File: src/tone_port_pkg.sv
// shared constants and carrier types for the tone transceiver host port
package tone_port_pkg;

    // register select values
    localparam logic       SEL_DIGIT       = 1'b0;
    localparam logic       SEL_CONTROL     = 1'b1;

    // primary_control field positions
    localparam int         PC_TONE_OUT     = 0;
    localparam int         PC_PROGRESS     = 1;
    localparam int         PC_IRQ_EN       = 2;
    localparam int         PC_BANK_PTR     = 3;

    // secondary_control field positions
    localparam int         SC_BURST_N      = 0;
    localparam int         SC_TEST         = 1;
    localparam int         SC_SINGLE       = 2;
    localparam int         SC_COLUMN       = 3;

    // transceiver_state field positions
    localparam int         ST_IRQ          = 0;
    localparam int         ST_TX_EMPTY     = 1;
    localparam int         ST_RX_FULL      = 2;
    localparam int         ST_DELAY_STEER  = 3;

    // reset values
    localparam logic [3:0] PC_RESET        = 4'h0;
    localparam logic [3:0] SC_RESET        = 4'h1;
    localparam logic [3:0] DIGIT_RESET     = 4'h0;

    // timing
    localparam int         CLK_HZ          = 50_000_000;
    localparam int         BURST_MS        = 51;
    localparam int         BURST_CP_MS     = 102;
    localparam int         BURST_CYCLES    = BURST_MS * (CLK_HZ / 1000);
    localparam int         BURST_CP_CYCLES = BURST_CP_MS * (CLK_HZ / 1000);

    // host strobe group, all active high after synchronising
    typedef struct packed {
        logic       sel;
        logic       wr;
        logic       rd;
        logic [3:0] wdata;
    } host_req_t;

    // tone generator controls
    typedef struct packed {
        logic       enable;
        logic       single;
        logic       column;
        logic [3:0] digit;
    } tone_ctl_t;

    // receiver events and levels
    typedef struct packed {
        logic       digit_valid;
        logic [3:0] digit;
        logic       steer_absent;
        logic       steer_present;
        logic       cp_wave;
    } rx_evt_t;

endpackage : tone_port_pkg

File: src/tone_host_port.sv
// host register port of the tone transceiver: registers, status and event pin
`timescale 1ns/1ps
`default_nettype none

module tone_host_port
    import tone_port_pkg::*;
#(
    parameter int BURST_CNT    = BURST_CYCLES,
    parameter int BURST_CP_CNT = BURST_CP_CYCLES
) (
    // clock and reset
    input  wire logic                      mclk,
    input  wire logic                      rstn,
    // host bus pins, strobes active low
    input  wire logic                      reg_select_line,
    input  wire logic                      wr_n,
    input  wire logic                      rd_n,
    input  wire logic                      cs_n,
    input  wire logic [3:0]                data_in,
    output logic      [3:0]                data_out,
    output logic                           data_oe,
    // open-drain event or progress pin
    output logic                           event_or_progress_pin_o,
    output logic                           event_or_progress_pin_oe,
    // receiver side, same clock domain
    input  wire tone_port_pkg::rx_evt_t    rx_evt,
    // tone generator side
    output tone_port_pkg::tone_ctl_t       tone_ctl,
    output logic                           rx_enable
);
    import tone_port_pkg::*;

    // synchronised pins
    logic [1:0] sel_s, wr_s, rd_s, cs_s;
    logic [3:0] data_s1, data_s2;
    host_req_t  req;
    logic       wr_q, rd_q;
    logic       wr_fall, rd_rise, rd_act;

    // registers
    logic [3:0] primary_control_q;
    logic [3:0] secondary_control_q;
    logic [3:0] tone_digit_out_q;
    logic [3:0] decoded_digit_in_q;
    logic       bank_pointer_bit_q;
    logic       tx_empty_q, rx_full_q, steer_q, irq_q;
    logic       start_q;
    logic       burst_tone, burst_done;

    // field views
    logic tone_out_enable, progress_mode_sel, irq_enable;
    logic burst_mode, test_mode;

    assign tone_out_enable   = primary_control_q[PC_TONE_OUT];
    assign progress_mode_sel = primary_control_q[PC_PROGRESS];
    assign irq_enable        = primary_control_q[PC_IRQ_EN];
    assign burst_mode        = !secondary_control_q[SC_BURST_N];
    assign test_mode         = secondary_control_q[SC_TEST];

    // two-flop synchronisers; only the second stage is read
    always_ff @(posedge mclk or negedge rstn) begin
        if (!rstn) begin
            sel_s   <= 2'h0;
            wr_s    <= 2'h0;
            rd_s    <= 2'h0;
            cs_s    <= 2'h0;
            data_s1 <= 4'h0;
            data_s2 <= 4'h0;
        end else begin
            sel_s   <= {sel_s[0], reg_select_line};
            wr_s    <= {wr_s[0], !wr_n};
            rd_s    <= {rd_s[0], !rd_n};
            cs_s    <= {cs_s[0], !cs_n};
            data_s1 <= data_in;
            data_s2 <= data_s1;
        end
    end

    assign req.sel   = sel_s[1];
    assign req.wr    = wr_s[1] && cs_s[1];
    assign req.rd    = rd_s[1] && cs_s[1];
    assign req.wdata = data_s2;

    // strobe edge tracking
    always_ff @(posedge mclk or negedge rstn) begin
        if (!rstn) begin
            wr_q <= 1'b0;
            rd_q <= 1'b0;
        end else begin
            wr_q <= req.wr;
            rd_q <= req.rd;
        end
    end

    // write latches at strobe end, data then settled for two cycles
    assign wr_fall = wr_q && !req.wr;
    // status read ends: flags clear here, after the host has sampled
    assign rd_rise = rd_q && !req.rd && req.sel;
    assign rd_act  = rd_s[1] && cs_s[1];

    // digit register write
    always_ff @(posedge mclk or negedge rstn) begin
        if (!rstn) begin
            tone_digit_out_q <= DIGIT_RESET;
            start_q          <= 1'b0;
        end else begin
            start_q <= 1'b0;
            if (wr_fall && req.sel == SEL_DIGIT) begin
                tone_digit_out_q <= req.wdata;
                start_q          <= 1'b1;
            end
        end
    end

    // shared control address, bank pointer picks the target
    always_ff @(posedge mclk or negedge rstn) begin
        if (!rstn) begin
            primary_control_q   <= PC_RESET;
            secondary_control_q <= SC_RESET;
            bank_pointer_bit_q  <= 1'b0;
        end else if (wr_fall && req.sel == SEL_CONTROL) begin
            if (bank_pointer_bit_q) begin
                secondary_control_q <= req.wdata;
                bank_pointer_bit_q  <= 1'b0;
            end else begin
                primary_control_q  <= req.wdata;
                bank_pointer_bit_q <= req.wdata[PC_BANK_PTR];
            end
        end
    end

    // receive path; off in progress mode only, burst mode alone leaves it on.
    // registered so the port leaves a flop; the one-cycle lag after a
    // mode write is far shorter than any receiver guard time, so no
    // digit can slip through in between
    always_ff @(posedge mclk or negedge rstn) begin
        if (!rstn) begin
            rx_enable <= 1'b1;
        end else begin
            rx_enable <= !progress_mode_sel;
        end
    end

    // received digit holds the code unchanged, same as transmit code
    always_ff @(posedge mclk or negedge rstn) begin
        if (!rstn) begin
            decoded_digit_in_q <= DIGIT_RESET;
        end else if (rx_evt.digit_valid && rx_enable) begin
            decoded_digit_in_q <= rx_evt.digit;
        end
    end

    // status flags: a new event wins over the read clear
    always_ff @(posedge mclk or negedge rstn) begin
        if (!rstn) begin
            tx_empty_q <= 1'b0;
            rx_full_q  <= 1'b0;
        end else begin
            if (!burst_mode) begin
                tx_empty_q <= 1'b0;
            end else if (burst_done) begin
                tx_empty_q <= 1'b1;
            end else if (rd_rise) begin
                tx_empty_q <= 1'b0;
            end
            if (rx_evt.digit_valid && rx_enable) begin
                rx_full_q <= 1'b1;
            end else if (rd_rise) begin
                rx_full_q <= 1'b0;
            end
        end
    end

    // summary flag, set by either event, cleared by read
    always_ff @(posedge mclk or negedge rstn) begin
        if (!rstn) begin
            irq_q <= 1'b0;
        end else if ((burst_mode && burst_done) ||
                     (rx_evt.digit_valid && rx_enable)) begin
            irq_q <= 1'b1;
        end else if (rd_rise) begin
            irq_q <= 1'b0;
        end
    end

    // delayed steering: absence sets, valid tone clears
    always_ff @(posedge mclk or negedge rstn) begin
        if (!rstn) begin
            steer_q <= 1'b1;
        end else if (rx_evt.steer_absent) begin
            steer_q <= 1'b1;
        end else if (rx_evt.steer_present) begin
            steer_q <= 1'b0;
        end
    end

    // read data driven while the read strobe is held
    always_ff @(posedge mclk or negedge rstn) begin
        if (!rstn) begin
            data_out <= 4'h0;
            data_oe  <= 1'b0;
        end else begin
            data_oe <= rd_act;
            if (req.sel == SEL_CONTROL) begin
                data_out <= {steer_q, rx_full_q, tx_empty_q, irq_q};
            end else begin
                data_out <= decoded_digit_in_q;
            end
        end
    end

    // burst sequencer
    burst_timer #(
        .BURST_CNT    (BURST_CNT),
        .BURST_CP_CNT (BURST_CP_CNT)
    ) u_burst (
        .mclk      (mclk),
        .rstn      (rstn),
        .start     (start_q),
        .long_mode (progress_mode_sel),
        .active    (burst_mode),
        .tone_on   (burst_tone),
        .done      (burst_done)
    );

    // tone generator controls; enable bit gates both modes
    always_ff @(posedge mclk or negedge rstn) begin
        if (!rstn) begin
            tone_ctl <= '0;
        end else begin
            tone_ctl.digit  <= tone_digit_out_q;
            tone_ctl.single <= secondary_control_q[SC_SINGLE];
            tone_ctl.column <= secondary_control_q[SC_COLUMN];
            if (burst_mode) begin
                tone_ctl.enable <= tone_out_enable && burst_tone;
            end else begin
                tone_ctl.enable <= tone_out_enable;
            end
        end
    end

    // pin: only ever pulled low, output data held at zero
    always_ff @(posedge mclk or negedge rstn) begin
        if (!rstn) begin
            event_or_progress_pin_o  <= 1'b0;
            event_or_progress_pin_oe <= 1'b0;
        end else begin
            event_or_progress_pin_o <= 1'b0;
            if (test_mode && !progress_mode_sel) begin
                event_or_progress_pin_oe <= !steer_q;
            end else if (progress_mode_sel) begin
                event_or_progress_pin_oe <= irq_enable && !rx_evt.cp_wave;
            end else begin
                event_or_progress_pin_oe <= irq_enable && irq_q;
            end
        end
    end

endmodule : tone_host_port
`default_nettype wire

File: src/burst_timer.sv
// burst and pause sequencer for the transmit path
`timescale 1ns/1ps
`default_nettype none
module burst_timer
    import tone_port_pkg::*;
#(
    parameter int BURST_CNT    = BURST_CYCLES,
    parameter int BURST_CP_CNT = BURST_CP_CYCLES
) (
    // clock and reset
    input  wire logic mclk,
    input  wire logic rstn,
    // control
    input  wire logic start,
    input  wire logic long_mode,
    input  wire logic active,
    // status
    output logic      tone_on,
    output logic      done
);
    typedef enum logic [1:0] {IDLE, BURST, PAUSE} phase_t;

    phase_t      phase_q;
    logic [27:0] cnt_q;
    logic [27:0] span;

    // period taken every cycle from the current mode, not fixed at phase start
    assign span = long_mode ? 28'(BURST_CP_CNT - 1) : 28'(BURST_CNT - 1);

    // burst then equal pause, then one done pulse
    always_ff @(posedge mclk or negedge rstn) begin
        if (!rstn) begin
            phase_q <= IDLE;
            cnt_q   <= 28'h0;
            done    <= 1'b0;
        end else begin
            done <= 1'b0;
            if (!active) begin
                phase_q <= IDLE; // leaving burst mode abandons a burst
            end else begin
                unique case (phase_q)
                    IDLE: begin
                        if (start) begin
                            phase_q <= BURST;
                            cnt_q   <= 28'h0;
                        end
                    end
                    BURST: begin
                        cnt_q <= cnt_q + 28'h1;
                        if (cnt_q >= span) begin
                            phase_q <= PAUSE;
                            cnt_q   <= 28'h0;
                        end
                    end
                    PAUSE: begin
                        cnt_q <= cnt_q + 28'h1;
                        if (cnt_q >= span) begin
                            phase_q <= IDLE;
                            done    <= 1'b1;
                        end
                    end
                    default: phase_q <= IDLE;
                endcase
            end
        end
    end

    // tone only sounds during the burst phase; the start edge counts as
    // the first burst cycle, so the last count value must drop the tone
    // to keep burst and pause the same length
    always_ff @(posedge mclk or negedge rstn) begin
        if (!rstn) begin
            tone_on <= 1'b0;
        end else begin
            tone_on <= active && ((phase_q == BURST && cnt_q < span) ||
                       (phase_q == IDLE && start));
        end
    end
endmodule : burst_timer
`default_nettype wire

File: config.mk
export PLATFORM = sky130hd
export DESIGN_NAME = tone_host_port
export DESIGN_NICKNAME = d
export VERILOG_FILES = /design/src/tone_port_pkg.sv /design/src/tone_host_port.sv /design/src/burst_timer.sv
export SDC_FILE = /design/constraint.sdc
export NUM_CORES = 1
export LEC_CHECK = 0
export BUFFER_PORTS_ARGS = -buffer_cell sky130_fd_sc_hd__clkbuf_2
export CAP_MARGIN = 20
export CELL_PAD_IN_SITES_DETAIL_PLACEMENT = 0
export CELL_PAD_IN_SITES_GLOBAL_PLACEMENT = 2
export CORE_ASPECT_RATIO = 1.2
export CORE_MARGIN = 5
export CORE_UTILIZATION = 39
export CTS_CLUSTER_DIAMETER = 60
export DETAILED_ROUTE_END_ITERATION = 10
export PLACE_DENSITY_LB_ADDON = 0.2
export SETUP_SLACK_MARGIN = 0.3
export SYNTH_ARGS = -nofsm -noshare
export SYNTH_HDL_FRONTEND = slang
export SYNTH_SLANG_ARGS = --single-unit
File: constraint.sdc
create_clock -name mclk -period 2.4 [get_ports mclk]
set_input_delay 0.48 -clock mclk [delete_from_list [all_inputs] [get_ports mclk]]
set_output_delay 0.48 -clock mclk [all_outputs]
set_load 0.1 [all_outputs]
Yosys cells after proc, flatten, opt, wreduce, memory -nomap -nowiden
Cells that the tools add are included.
{"block": "op_classes", "n_addsub": 1, "order_cmp": 2, "eq_ne": 6, "muxes": 25, "n_bitwise": 3, "reduce_logical": 37}
{"operator": "$pmux W28 S3", "count": 1}
{"operator": "$mux W28", "count": 2}
{"operator": "$add A28 B1 Y28 const B", "count": 1}
{"operator": "$ge A28 B28 Y1", "count": 1}
{"operator": "$lt A28 B28 Y1", "count": 1}
{"operator": "$mux W23", "count": 1}
{"operator": "$logic_and A1 B1 Y1", "count": 16}
{"operator": "$mux W1", "count": 15}
{"operator": "$logic_not A1 Y1", "count": 9}
{"operator": "$mux W2", "count": 4}
{"operator": "$ne A3 B2 Y1 const B", "count": 2}
{"operator": "$pmux W2 S3", "count": 1}
{"operator": "$reduce_and A3 Y1", "count": 2}
{"operator": "$reduce_bool A2 Y1", "count": 3}
{"operator": "$reduce_bool A3 Y1", "count": 2}
{"operator": "$mux W4", "count": 1}
{"operator": "$reduce_and A2 Y1", "count": 2}
{"operator": "$ne A3 B3 Y1 const B", "count": 1}
{"operator": "$not A1 Y1", "count": 3}
{"operator": "$eq A2 B1 Y1 const B", "count": 1}
{"operator": "$eq A2 B2 Y1 const B", "count": 1}
{"operator": "$logic_not A2 Y1", "count": 1}
{"operator": "$logic_or A1 B1 Y1", "count": 2}
{"operator": "$ne A2 B2 Y1 const B", "count": 1}
{"block": "word_totals", "ff_bits": 84, "input_bits": 18, "out_inout_bits": 15, "word_cells": 103}

Depth between registers and ports, before layout
{"block": "depth", "word_depth": 7, "mapped_depth": 10, "ltp_nobuf": 8}

Cells and area by module
From an unflattened synthesis, not the netlist that was laid out.
{"block": "unflattened", "hier_cells": 349, "area_unflattened_um2": 3926.3}
{"mod": "burst_timer", "instances": 1, "cells_per_inst": 243, "area_each_um2": 2195.9, "seq_area_each_um2": 800.8}
{"mod": "tone_host_port", "instances": 1, "cells_per_inst": 106, "area_each_um2": 1730.4, "seq_area_each_um2": 1305.0}

Worst setup path before layout
No wires, ideal clock.
{"block": "synth_path", "path_kind": "flip-flop to flip-flop", "from": "register primary_control_q[1]", "to": "register u_burst.cnt_q[11]", "setup_time_ns": 0.121, "arrival_ns": 2.083, "t_required_ns": 2.279, "path_slack_ns": 0.196, "path_stages_with_launch": 11, "n_path_buf": 2, "synth_period_minus_slack_ns": 2.204, "path_cell_list": "dfrtp_1 -> inv_1 -> ha_1 -> nand4_1 -> nor2_1 -> o2111ai_1 -> o311ai_2 -> buf_6 -> nor2_8 -> buf_6 -> a22o_1"}
{"block": "synth_between", "elab_chain_len": 4}
{"item": "start, declared", "line": "tone_host_port.sv:41", "text": "logic [3:0] primary_control_q;"}
{"item": "start signal, assigned", "line": "tone_host_port.sv:126", "text": "primary_control_q <= req.wdata;"}
{"item": "$mux W23", "line": "burst_timer.sv:28", "text": "assign span = long_mode ? 28'(BURST_CP_CNT - 1) : 28'(BURST_CNT - 1);"}
{"item": "named net u_burst.span[11]", "line": "burst_timer.sv:25", "text": "logic [27:0] span;"}
{"item": "$ge A28 B28 Y1", "line": "burst_timer.sv:50", "text": "if (cnt_q >= span) begin"}
{"item": "$mux W28", "line": "burst_timer.sv:50"}
{"item": "$pmux W28 S3", "line": "burst_timer.sv:41", "text": "unique case (phase_q)"}
{"item": "end signal, assigned", "line": "burst_timer.sv:49", "text": "cnt_q <= cnt_q + 28'h1;"}
{"item": "end signal, assigned", "line": "burst_timer.sv:56", "text": "cnt_q <= cnt_q + 28'h1;"}
{"item": "end, declared", "line": "burst_timer.sv:24", "text": "logic [27:0] cnt_q;"}
The timed path passes the listed nets, and every way through them passes these cells.
A chain may end at the register's enable or synchronous reset.

Worst setup path after layout
{"block": "layout_path", "from": "register primary_control_q[1]", "to": "register u_burst.cnt_q[20]"}
Same word-level chain as after synthesis.

==> metrics.csv <==
stage;metric;value;unit
clock_network;H-tree depth;3;
setup_path;crit path kind;reg -> reg;
cells_and_area;Net count, final;443;
synth;Mapped Cells;343;
route;antenna viol nets, final;0;
place;Placed Cells;511;
route;Post-Route WL;8677;µm
floorplan;row count;39;
clock_network;clk sinks;84;
clock_network;CTS clk-pin slew, worst paths;0.07;ns
route;initial drt markers;74;
setup_path;Critical Path RT;2.69;ns
floorplan;Initial Utilization;40.21;%
floorplan;CORE AREA;9564;µm²
route;Via density;5.252;
grt;gr busiest metal;met2;
floorplan;# IOs;33;
timing;worst-margin pin slew;0.5342;ns
grt;All-Layer GR Usage;15.29;%
clock_network;TritonCTS clock tree;yes;
cells_and_area;filler cell count;895;
synth;post-synthesis sequential area ratio;54.75;%
timing;Final Hold Fails;0;
grt;met2 Usage GRT;24.22;%
grt;grt met1 use;19.59;%
grt;initial antenna violation count;0;
timing;Min Hold Slack;0.07821;ns
floorplan;Die ar.;11960;µm²
cells_and_area;Multi-input gate area;1699;µm²
timing;fmax;438.6;MHz
setup_path;crit path max fanout;7;
grt;number of global-route vias before repair;2836;
timing;worst clock skew;0.008227;ns
setup_path;Setup crit end kind;flip-flop;
clock_network;TritonCTS buffer count;9;
grt;GR Util met3;3.654;%
timing;Max-slew headroom;64.01;%
cells_and_area;commonest cells after routing, fill and taps aside;80 x dfrtp_1, 30 x clkbuf_2, 28 x nand2_1, 28 x buf_4, 25 x o21ai_0;
route;detailed-route DRC error count;0;
synth;syn nets;378;
timing;Pins Over Slew Limit;0;
pwr;maximum vdd drop;0.3694;mV
route;routed length per instance;16.19;µm
floorplan;die height;118.8;µm
floorplan;Die X;100.7;µm
route;Vias;2815;
cells_and_area;commonest non-fill, non-tap cell in the layout;dfrtp_1;
place;placer's final routability congestion estimate;0.7478;
run;max-capacitance violation count;0;
setup_path;type of origin of the critical path;flip-flop;
timing;fin crit share;95.00;%
synth;Synth Cell Area;3846;µm²
timing;setup violators final;0;
synth;Unique masters post-synth;50;
synth;synthesized flop and latch total;84;
cells_and_area;FF/Latch Area;2107;µm²
synth;share of flip-flops with an asynchronous set or reset;100.0;%
clock_network;Clock Latency Late Sink;0.35;ns
hold_path;Min-Delay Path Class;in -> async;
grt;largest net degree at the start of global routing;35;
cells_and_area;post-route non-filler standard cell count;536;
clock_network;Root Buffer;clkbuf_16;
cells_and_area;share of cells above drive strength 1;30.02;%
place;I/O Buffers;31;
cells_and_area;ANT cells;0;
synth;EDFF count, synth;0;
clock_network;worst-case clock buffer depth;2;
synth;Synth Flop Type;dfrtp_1;
route;DRT Pass-1 Iters;4;
pwr;PD cells;997.6;nW/µm²
synth;Syn Area/Cell;11.21;µm²
cells_and_area;Area growth syn-to-layout;23.75;%
timing;Final min period;2.280;ns
synth;Synth Warn #;0;
grt;first-pass GRT wire length;14210;µm
clock_network;CTS hold repair buffers;0;
setup_path;CP arrival;2.57;ns
grt;grt ovf;0;
place;hpwl dp;5891;µm
timing;unrepaired setup endpoints after global routing;yes;
outcome;outcome;finished clean;
pwr;Leak;2.209;nW
==> cells in the mapped netlist (11+ instances only) <==
master / instances / area share (%)
mux2_2: 21 / 6.1
nor2b_1: 11 / 1.8
nand2_1: 28 / 2.7
nor3_1: 12 / 1.6
nand3_1: 13 / 1.7
a22o_1: 16 / 3.6
and3_1: 11 / 1.8
inv_1: 14 / 1.4
dfrtp_1: 81 / 53
ha_1: 17 / 5.5
o21ai_0: 27 / 3.5
nor2_1: 17 / 1.7
==> stage by stage <==
step	area [µm²]	TNS (ns)	utilization, %	setup WS (ns)	total power [mW]
6_report	4760	0	49.76	0.1201	4.748
3_5_place_dp	4320	0	45.17	0.03721	3.283
5_1_grt	4760	-0.3626	49.76	-0.07848	4.976
2_1_floorplan	3850	0	-	0.3046	2.861
3_3_place_gp	4320	0	45.17	0.06550	3.248
4_1_cts	4746	0	49.62	0.1206	4.791
==> worst max-delay path, cell delays in order, from the launching register on <==
cell	delay, ns
dfrtp_2	0.48
inv_4	0.13
ha_1	0.24
nand4_1	0.10
o22ai_1	0.12
o41ai_2	0.31
o311ai_4	0.21
buf_6	0.18
buf_4	0.13
nor4b_2	0.21
a21o_1	0.11
==> report_power, final <==
part	total [mW]	switching, mW	internal [mW]
clock	1.32	0.605	0.713
sequential	1.76	0.127	1.63
combinational	1.67	1.11	0.567
==> area by class of cell <==
type                       instances  share of cell area (%)
timing repair buffer              64                   9.700
sequential                        84                   44.27
tap                              123                   3.233
multi-input combinational        235                   35.70
clock buffer                       9                   4.732
clock inverter                     7                   1.209
inverter                          14                   1.157
==> sequential cells by signal, indices dropped and copies added, names as in the netlist, 2 cells and up <==
name,cells
u_burst.cnt_q,28
tone_ctl,7
data_out,4
data_s1,4
data_s2,4
decoded_digit_in_q,4
secondary_control_q,4
tone_digit_out_q,4
primary_control_q,3
cs_s,2
rd_s,2
sel_s,2
u_burst.phase_q,2
wr_s,2
==> path summary, 6_finish.rpt <==
check / startpoint / endpoint / slack [ns] / depth (start not counted)
hold reg to reg: data_s1[1] / data_s2[1] / 0.34 / 0
min in group mclk: data_in[3] / data_s1[3] / 0.24 / 1
hold / removal: rstn / rx_full_q / 0.08 / 1
max in group asynchronous: rstn / u_burst.cnt_q[5] / 1.72 / 2
setup / recovery: primary_control_q[1] / u_burst.cnt_q[20] / 0.12 / 10
setup reg to reg: primary_control_q[1] / u_burst.cnt_q[20] / 0.12 / 10
==> routing by layer <==
layer	part of all wire [%]	wire length, µm	vias to the layer above
li1	-	-	1373
met1	45	3883	1376
met2	48	4194	51
met3	4.6	399	15
met4	2.3	199	0
met5	0	0	-
==> timing repair <==
action / CTS / global route
setup buffers: 6 / 1
cloned: 2 / 0
endpoints found under the setup margin: 30 / 32
resized for setup: 14 / 2
pin swaps: 3 / 1
==> kinds of logic after synthesis <==
kind of cell / share of synthesized area (%)
AO/OA/AOI/OAI: 12.78
adder cells (fa/ha/maj): 5.530
buffers and inverters: 3.025
flip-flops: 54.75
multiplexers: 7.189
other: 0.09750
AND/OR/NAND/NOR: 16.62
Note: power is estimated with default switching activity, not from simulation.
